### config.mk
export PLATFORM = sky130hd
export DESIGN_NAME = indirect_access
export DESIGN_NICKNAME = d
export VERILOG_FILES = /design/src/indirect_pkg.sv /design/src/acc_bank.sv /design/src/area_decode.sv /design/src/indirect_access.sv
export VERILOG_INCLUDE_DIRS = /design/src
export SDC_FILE = /design/constraint.sdc
export NUM_CORES = 1
export LEC_CHECK = 0
export BUFFER_PORTS_ARGS = -buffer_cell sky130_fd_sc_hd__buf_2
export CORE_UTILIZATION = 50
export CTS_CLUSTER_DIAMETER = 100
export DETAILED_ROUTE_END_ITERATION = 8
export GPL_TIMING_DRIVEN = 1
export PLACE_DENSITY = 0.73
export SKIP_CTS_REPAIR_TIMING = 1
export SYNTH_ARGS = -nofsm -noshare
export SYNTH_HDL_FRONTEND = slang
export SYNTH_SLANG_ARGS = --single-unit
### constraint.sdc
create_clock -name sys_clk -period 3.5 [get_ports sys_clk]
set_clock_uncertainty 0.1 [all_clocks]
set_input_delay 0.525 -clock sys_clk [delete_from_list [all_inputs] [get_ports sys_clk]]
set_output_delay 0.525 -clock sys_clk [all_outputs]
set_load 0.02 [all_outputs]
### src/indirect_defs.svh
// Constants for the indirect register and memory access block
`ifndef INDIRECT_DEFS_SVH
`define INDIRECT_DEFS_SVH

`define IRM_REG_ACC1_HIGH 4'h0
`define IRM_REG_ACC1_LOW 4'h1
`define IRM_REG_ACC2_LOW 4'h3
`define IRM_REG_STACK 4'h5
`define IRM_REG_BASE 4'h6
`define IRM_REG_COUNT 4'h8
`define IRM_REG_ACC3_HIGH 4'h9
`define IRM_REG_ACC4_LOW 4'hC
`define IRM_REG_NEXT_OP 4'hF
`define IRM_BANK_SHIFT 4'h5

`define IRM_BYTE_LOW_FIRST 16'hE400
`define IRM_BYTE_LOW_LAST 16'hE7FF
`define IRM_BYTE_HIGH_FIRST 16'hEE00
`define IRM_PAGE_FIRST 16'hF400
`define IRM_PAGE_LAST 16'hFBFF
`define IRM_BYTE_FILL 8'hFF

`define IRM_BASE_RESET 16'h0000
`define IRM_COUNT_RESET 16'h0000
`define IRM_WORD_RESET 16'h0000

`endif

### src/indirect_pkg.sv
// Types shared by the indirect register and memory access block
`default_nettype none
package indirect_pkg;
	typedef struct packed {
		logic store;
		logic [3:0] regno;
	} indirect_cmd_t;

	typedef struct packed {
		logic we;
		logic [19:0] addr;
		logic [15:0] wdata;
	} mem_req_t;

	typedef struct packed {
		logic [15:0] base;
		logic [15:0] length;
	} block_info_t;
endpackage
`default_nettype wire

### src/acc_bank.sv
// Eight-word accumulator store with registered read data
`default_nettype none
module acc_bank #(
	parameter int DEPTH = 8,
	parameter int WIDTH = 16
) (
	input wire logic sys_clk, // System clock
	input wire logic [$clog2(DEPTH)-1:0] raddr, // Read index
	output logic [WIDTH-1:0] rdata, // Read data, one cycle late
	input wire logic we, // Write strobe
	input wire logic [$clog2(DEPTH)-1:0] waddr, // Write index
	input wire logic [WIDTH-1:0] wdata // Write data
);
	logic [WIDTH-1:0] mem [DEPTH];

	if (DEPTH < 2 || WIDTH < 1)
	begin : g_bad_geometry
		$error("acc_bank: unsupported geometry");
	end

	always_ff @(posedge sys_clk)
	begin
		if (we)
			mem[waddr] <= wdata;
		rdata <= mem[raddr];
	end
endmodule
`default_nettype wire

### src/area_decode.sv
// Classifies a memory address as byte-wide or page area
`include "indirect_defs.svh"
`default_nettype none
module area_decode (
	input wire logic [15:0] addr, // Low word of the address
	output logic byte_wide, // Area is eight bits wide
	output logic page_area // Multiprocessor page area
);
	wire logic in_low_bytes = addr >= `IRM_BYTE_LOW_FIRST && addr <= `IRM_BYTE_LOW_LAST;
	wire logic in_high_bytes = addr >= `IRM_BYTE_HIGH_FIRST;

	assign byte_wide = in_low_bytes || in_high_bytes;
	// Flag only; software keeps indirect access out of this range
	assign page_area = addr >= `IRM_PAGE_FIRST && addr <= `IRM_PAGE_LAST;
endmodule
`default_nettype wire

### src/indirect_access.sv
// Register file and execution of indirect register load and store
`include "indirect_defs.svh"
`default_nettype none
module indirect_access (
	input wire logic sys_clk, // 20 MHz clock
	input wire logic sys_rst, // Synchronous reset, active high
	input wire logic cmd_valid, // Indirect operation request
	input wire indirect_pkg::indirect_cmd_t cmd, // Direction and register number
	output logic cmd_busy, // Operation in progress
	output logic cmd_done, // Operation finished, one cycle
	input wire logic acc_wr_valid, // CPU writes an accumulator word
	input wire logic [3:0] acc_wr_regno, // Register number of that word
	input wire logic [15:0] acc_wr_data, // Data for that word
	input wire logic [3:0] acc_rd_regno, // Accumulator word to read back
	output logic [15:0] acc_rd_data, // Read back data, one cycle late
	input wire logic op_pointer_load, // Sequencer advances
	input wire logic [15:0] op_pointer_in, // Address of next operation
	output logic [15:0] next_operation_pointer, // Register 15
	input wire logic stack_load, // CPU sets the block stack pointer
	input wire logic [15:0] stack_in, // New block stack pointer
	output logic [15:0] stack_pointer, // Register 5
	input wire logic entry_call, // Cyclic or alternate entry block call
	input wire logic open_valid, // Data block opened
	input wire indirect_pkg::block_info_t open_info, // Its first word and length
	input wire logic restore_valid, // Return to higher level block
	input wire indirect_pkg::block_info_t restore_info, // Values to restore
	input wire logic shift_valid, // Block shift service request
	input wire logic [15:0] shift_count, // Words to shift by
	output logic shift_fault, // Shift refused, count too large
	input wire logic dw_valid, // Data word access request
	input wire logic [7:0] dw_offset, // Data word number
	output logic [15:0] dw_addr, // Absolute address of that word
	output logic dw_fault, // Offset beyond word count
	output logic [15:0] block_base_pointer, // Register 6
	output logic [15:0] block_word_count, // Register 8
	output logic mem_req, // Memory request, held until ack
	output indirect_pkg::mem_req_t mem, // Memory request fields
	input wire logic mem_ack, // Memory finished access
	input wire logic [15:0] mem_rdata // Memory read data at ack
);
	typedef enum logic [3:0] {
		ST_IDLE = 4'b0001,
		ST_ADDR = 4'b0010,
		ST_SRC = 4'b0100,
		ST_MEM = 4'b1000
	} state_t;

	state_t state;
	state_t next_state;
	logic store_op;
	logic [3:0] op_regno;
	logic [15:0] op_addr;
	logic op_byte;
	logic [15:0] bank_rdata;

	// Register number classes
	function automatic logic is_acc(input logic [3:0] r);
		is_acc = r <= `IRM_REG_ACC2_LOW || (r >= `IRM_REG_ACC3_HIGH && r <= `IRM_REG_ACC4_LOW);
	endfunction

	function automatic logic [2:0] bank_index(input logic [3:0] r);
		logic [3:0] shifted;
		shifted = r - `IRM_BANK_SHIFT;
		bank_index = (r <= `IRM_REG_ACC2_LOW) ? r[2:0] : shifted[2:0];
	endfunction

	function automatic logic is_special(input logic [3:0] r);
		is_special = r == `IRM_REG_STACK || r == `IRM_REG_BASE || r == `IRM_REG_COUNT;
	endfunction

	wire logic accept = state == ST_IDLE && cmd_valid;
	wire logic cmd_noop = !is_acc(cmd.regno) && !is_special(cmd.regno);
	wire logic accept_mem = accept && !cmd_noop;
	wire logic ack_now = state == ST_MEM && mem_ack;
	wire logic load_wb = ack_now && !store_op;

	// Bank read: address word first, then the source word, else the CPU read port
	wire logic [2:0] bank_raddr = accept_mem ? bank_index(`IRM_REG_ACC1_LOW) :
		(state == ST_ADDR) ? bank_index(op_regno) : bank_index(acc_rd_regno);

	// Byte areas pad the high byte with ones; word areas pass all 16 bits
	wire logic [15:0] load_value = op_byte ? {`IRM_BYTE_FILL, mem_rdata[7:0]} :
		mem_rdata;

	wire logic bank_we_fsm = load_wb && is_acc(op_regno);
	wire logic bank_we_cpu = acc_wr_valid && state == ST_IDLE && is_acc(acc_wr_regno);
	wire logic bank_we = bank_we_fsm || bank_we_cpu;
	wire logic [2:0] bank_waddr = bank_we_fsm ? bank_index(op_regno) : bank_index(acc_wr_regno);
	wire logic [15:0] bank_wdata = bank_we_fsm ? load_value : acc_wr_data;

	wire logic addr_byte;
	wire logic addr_page;
	wire logic [15:0] captured_addr = bank_rdata;

	// Source of a store: accumulator word or one of the special registers
	wire logic [15:0] special_value = (op_regno == `IRM_REG_STACK) ? stack_pointer :
		(op_regno == `IRM_REG_BASE) ? block_base_pointer : block_word_count;
	wire logic [15:0] store_value = is_acc(op_regno) ? bank_rdata : special_value;
	wire logic [15:0] store_data = op_byte ? {8'h00, store_value[7:0]} :
		store_value;

	// Base pointer and word count updates, highest priority first
	wire logic shift_ok = shift_valid && shift_count < block_word_count;
	wire logic load_base = load_wb && op_regno == `IRM_REG_BASE;
	wire logic load_count = load_wb && op_regno == `IRM_REG_COUNT;
	wire logic [15:0] next_base = entry_call ? `IRM_BASE_RESET :
		open_valid ? open_info.base :
		restore_valid ? restore_info.base :
		shift_ok ? block_base_pointer + shift_count :
		load_base ? load_value : block_base_pointer;
	wire logic [15:0] next_count = entry_call ? `IRM_COUNT_RESET :
		open_valid ? open_info.length :
		restore_valid ? restore_info.length :
		shift_ok ? block_word_count - shift_count :
		load_count ? load_value : block_word_count;
	wire logic block_events = entry_call || open_valid || restore_valid || shift_valid;

	area_decode u_area (
		.addr(captured_addr),
		.byte_wide(addr_byte),
		.page_area(addr_page)
	);

	acc_bank #(
		.DEPTH(8),
		.WIDTH(16)
	) u_bank (
		.sys_clk(sys_clk),
		.raddr(bank_raddr),
		.rdata(bank_rdata),
		.we(bank_we),
		.waddr(bank_waddr),
		.wdata(bank_wdata)
	);

	assign acc_rd_data = bank_rdata;

	always_comb
	begin
		next_state = state;
		case (state)
			ST_IDLE: next_state = accept_mem ? ST_ADDR : ST_IDLE;
			ST_ADDR: next_state = ST_SRC;
			ST_SRC: next_state = ST_MEM;
			ST_MEM: next_state = mem_ack ? ST_IDLE : ST_MEM;
			default: next_state = ST_IDLE;
		endcase
	end

	always_ff @(posedge sys_clk)
	begin
		if (sys_rst)
			state <= ST_IDLE;
		else
			state <= next_state;
	end

	always_ff @(posedge sys_clk)
	begin
		if (sys_rst)
		begin
			store_op <= 1'b0;
			op_regno <= 4'h0;
			op_addr <= `IRM_WORD_RESET;
			op_byte <= 1'b0;
		end
		else if (accept)
		begin
			store_op <= cmd.store;
			op_regno <= cmd.regno;
		end
		else if (state == ST_ADDR)
		begin
			op_addr <= captured_addr;
			op_byte <= addr_byte;
		end
	end

	// Memory request rises at the end of the source cycle and stays up until the ack
	always_ff @(posedge sys_clk)
	begin
		if (sys_rst)
		begin
			mem_req <= 1'b0;
			mem <= '0;
		end
		else if (state == ST_SRC)
		begin
			mem_req <= 1'b1;
			mem.we <= store_op;
			mem.addr <= {4'h0, op_addr};
			mem.wdata <= store_op ? store_data : `IRM_WORD_RESET;
		end
		else if (ack_now)
			mem_req <= 1'b0;
	end

	always_ff @(posedge sys_clk)
	begin
		if (sys_rst)
		begin
			cmd_busy <= 1'b0;
			cmd_done <= 1'b0;
		end
		else
		begin
			cmd_busy <= next_state != ST_IDLE;
			cmd_done <= (accept && cmd_noop) || ack_now;
		end
	end

	// Jumps and level insertions have no input here, so nothing disturbs these
	always_ff @(posedge sys_clk)
	begin
		if (sys_rst)
		begin
			block_base_pointer <= `IRM_BASE_RESET;
			block_word_count <= `IRM_COUNT_RESET;
			shift_fault <= 1'b0;
		end
		else
		begin
			block_base_pointer <= next_base;
			block_word_count <= next_count;
			shift_fault <= shift_valid && !shift_ok;
		end
	end

	always_ff @(posedge sys_clk)
	begin
		if (sys_rst)
		begin
			stack_pointer <= `IRM_WORD_RESET;
			next_operation_pointer <= `IRM_WORD_RESET;
		end
		else
		begin
			if (load_wb && op_regno == `IRM_REG_STACK)
				stack_pointer <= load_value;
			else if (stack_load)
				stack_pointer <= stack_in;
			if (op_pointer_load)
				next_operation_pointer <= op_pointer_in;
		end
	end

	// Eight-bit offset keeps ordinary data word access within word 255
	always_ff @(posedge sys_clk)
	begin
		if (sys_rst)
		begin
			dw_addr <= `IRM_WORD_RESET;
			dw_fault <= 1'b0;
		end
		else if (dw_valid)
		begin
			dw_addr <= block_base_pointer + {8'h00, dw_offset};
			dw_fault <= {8'h00, dw_offset} >= block_word_count;
		end
	end
endmodule
`default_nettype wire

==> results.yml <==
route:
  drt-vias-per-instance: 5.89
  avgRoutedWirePerCell_um: 22.2
  drc: 0
  detailroute.via_count: 13500
  drt_pre_antenna_iters: 6
  final_antenna_net_count: 0
  drt_first_iter_violations: 1541
  totalWireLength_mm: 50.8
run:
  max_cap_viol_count: 0
min_path:
  hold_path_class: "input pin to register"
  hold_path_depth: 3
  hp_start: "op_pointer_in[14]"
  hold_path_end: "next_operation_pointer[14]$_SDFFE_PP0P_"
synth:
  post_synthesis_instance_total: 1571
  synth_top_flop_cell: "dfxtp_1"
  syn_area_per_cell_um2: 9.27
  ys_top_cells_by_area: "edfxtp_1, dfxtp_1, nand2_1, ha_1, a21oi_1"
  synth.top_cell.area_share: 0.264
  syn-cell-area_um2: 14600
  synth_largest_area_cell: "edfxtp_1"
  seq_area_frac_synth: 0.484
  unique_masters_post_synth: 78
  synth-warning-count: 0
  total_of_flip_flops_plus_latches_after_synthesis: 288
  proportion_of_register_bits_with_asynchronous_set_or_reset_after_synthesis: 0
  synth-edff-count: 128
pwr:
  switching_share: 0.291
  net-switching-power_mw: 2.44
  ir_worst_vdd_mv: 0.483
  pwr-share-clk: 0.358
  seq_power_share: 0.453
  internal_power_mw: 5.95
  p_leak_nw: 7.67
  pwr-share-comb: 0.189
  power.density_nw_per_um2: 474
status:
  outcome: "finished clean"
sta:
  timing.final.max_slew_violations: 0
  final.period_utilization: 0.903
  rsz0062_at_grt: "no"
  relSlewSlack: 0.427
  maxClockFrequency_mhz: 316
  max_slew.worst_pin.slew_ps: 860
  finalSetupViolations: 0
  tns_ps: 0
  final_hold_violation_count: 0
  finalWorstPathRequiredPeriod_ps: 3160
global_route:
  grt_antenna_before_repair: 6
  grt_pass1_vias: 12500
  gr-total-overflow: 0
  grt_first_pass_wirelength_mm: 75.3
  pin_count_of_the_biggest_net_entering_global_routing: 72
  globalRouteTotalUtil: 0.331
place:
  placed_cell_area_um2: 16800
  place.port_buffers: 310
  detailed_place_hpwl_mm: 37.3
  dp.cells: 2232
  replace_congestion: 1.07
worst_setup_path:
  r2r-end: "block_word_count[15]$_SDFFE_PP0P_"
  timing.critical_path.to_type: "register"
  timing.critical_path.arrival_ps: 3540
  critPathLaunchType: "register"
  worst_ep_required_time_ps: 3880
  critical_path_class: "register to register"
  r2r_cells: 11
  r2r_setup_slack_ps: 340
  crit_path_max_fo: 17
  rr_startpoint: "block_word_count[0]$_SDFFE_PP0P_"
finish:
  final_layout_size_suffix_gt1_frac: 0.246
  final_net_count: 2113
  num-fill-cells: 2486
  final-instance-count-excl-fill: 2288
  layout-area-overhead-vs-synth_pct: 21.5
  final_util: 0.616
  final_area_um2: 17700
floorplan:
  die_width_um: 173
  floorplan.die_area_um2: 29800
  initial_utilization: 0.507
  floorplan.rows: 62
  core_um2: 28700
  number_of_top_level_pins: 315
  die_h_um: 173
cts:
  cts_tree: "built"
  cts_buffers: 29
  cts.reportedPaths.clkPinSlew_ps: 70
  cts_buffer_depth: 3
  ctsRootBufferMaster: "clkbuf_16"
  clock_latency_ps: 560
  cts_sinks: 288
  cts-htree-levels: 1
-- layer usage --
metal	GRT usage	up-vias	routed length, um
met4	0.146	2	2180
met1	0.450	6335	21000
met3	0.0633	131	4920
li1	-	6272	-
met5	0	-	13
met2	0.516	744	22700
-- flip-flops by register name (all words and copies together) (netlist names), 4 cells and up --
| name | cells |
|---|---|
| next_operation_pointer | 16 |
| op_regno | 4 |
| stack_pointer | 16 |
| u_bank.mem | 128 |
| block_word_count | 16 |
| block_base_pointer | 16 |
| mem | 33 |
| op_addr | 16 |
| state | 4 |
| u_bank.rdata | 16 |
| dw_addr | 16 |
-- per-stage QoR --
stage	setup slack (ps)	hold slack (ps)	total power, mW
after detailed placement	119	344	5.42
final	339	118	8.39
after floorplan	365	332	4.75
after global routing	253	106	8.68
after global placement	126	338	5.40
after CTS	403	104	8.38
-- power groups by stage --
stage               registers, mW  logic (mW)  clock network, mW
floorplan                    3.93       0.819                  0
global placement             3.87        1.53                  0
detailed placement           3.87        1.55                  0
CTS                          3.80        1.56               3.03
global route                 3.81        1.70               3.17
finish                       3.80        1.58               3.00
-- worst max-delay path, cell delays in order, from the launching register on --
cell	delay (ps)
dfxtp_1	330
inv_1	50
ha_1	200
fa_1	410
nor2b_1	140
o21ai_1	120
a21o_1	270
a211o_1	330
a21o_2	360
or3_1	350
mux2_2	260
a31oi_1	150
-- cells in the final DEF (no fill, tap or decap), types with 9 or more instances in the layout --
master	instances
nor2b_1	9
mux2_2	13
a311oi_1	18
o21a_1	9
ha_1	54
nor3_1	23
xnor2_1	20
clkbuf_16	30
xor2_1	19
inv_1	45
o211ai_1	11
a21oi_1	133
nor2_1	147
o21ai_0	62
nand2_1	265
a211oi_1	36
a21o_1	12
nand2b_1	15
buf_4	58
nand3_1	57
or3_1	9
dfxtp_1	160
mux2i_1	61
a31o_2	15
and3_1	24
edfxtp_1	128
buf_2	309
a22oi_1	22
-- layout make-up --
cell class                      count  area, um^2  share of cell area
Tap cell                          384         480              0.0272
Sequential cell                   288        7050               0.398
Timing Repair Buffer              373        2100               0.119
Clock inverter                      9        67.6             0.00382
Inverter                           45         169             0.00955
Antenna cell                        4        10.0            0.000566
Multi-Input combinational cell   1142        6950               0.393
Clock buffer                       43         862              0.0487
-- cells by family after synthesis --
| logic type | Yosys count | share of synthesized area |
|---|---|---|
| and+or+nand+nor | 584 | 0.179 |
| AOI/OAI and AO/OA | 384 | 0.171 |
| DFF | 288 | 0.484 |
| buffers and inverters | 144 | 0.0404 |
| muxes | 74 | 0.0520 |
| adders and majority gates | 57 | 0.0505 |
| xor gates and xnor gates | 39 | 0.0235 |
| other | 1 | 0.000257 |
-- worst max path at each step --
stage	depth (start not counted)	slack (ps)	end	from
final	11	340	block_word_count[15]$_SDFFE_PP0P_	block_word_count[0]$_SDFFE_PP0P_
after global routing	11	250	block_base_pointer[2]$_SDFFE_PP0P_	block_word_count[5]$_SDFFE_PP0P_
after CTS	11	400	block_word_count[15]$_SDFFE_PP0P_	block_word_count[0]$_SDFFE_PP0P_
after detailed placement	11	120	block_word_count[15]$_SDFFE_PP0P_	shift_count[0]
after global placement	11	130	block_word_count[15]$_SDFFE_PP0P_	shift_count[0]
after floorplan	10	360	u_bank.mem[4][0]$_DFFE_PP_	op_regno[0]$_SDFFE_PP0P_
-- synth_stat cells, types with 5 or more instances --
cell type	n
o2111ai_1	7
nand2_1	265
a21o_1	12
nand3_1	57
dfxtp_1	160
o211ai_1	11
o22ai_1	5
a31oi_1	8
a22oi_1	22
edfxtp_1	128
a311oi_1	18
a211oi_1	36
xnor2_1	20
buf_2	8
a31o_2	15
o21ai_0	62
and3_1	24
mux2i_1	61
o21a_1	9
or3_1	9
a21oi_1	134
clkbuf_1	80
mux2_2	13
xor2_1	19
nor3_1	23
nand2b_1	15
nand4_1	5
nor2b_1	10
nor2_1	147
ha_1	54
inv_1	45
Power figures use the tool's default switching activity.
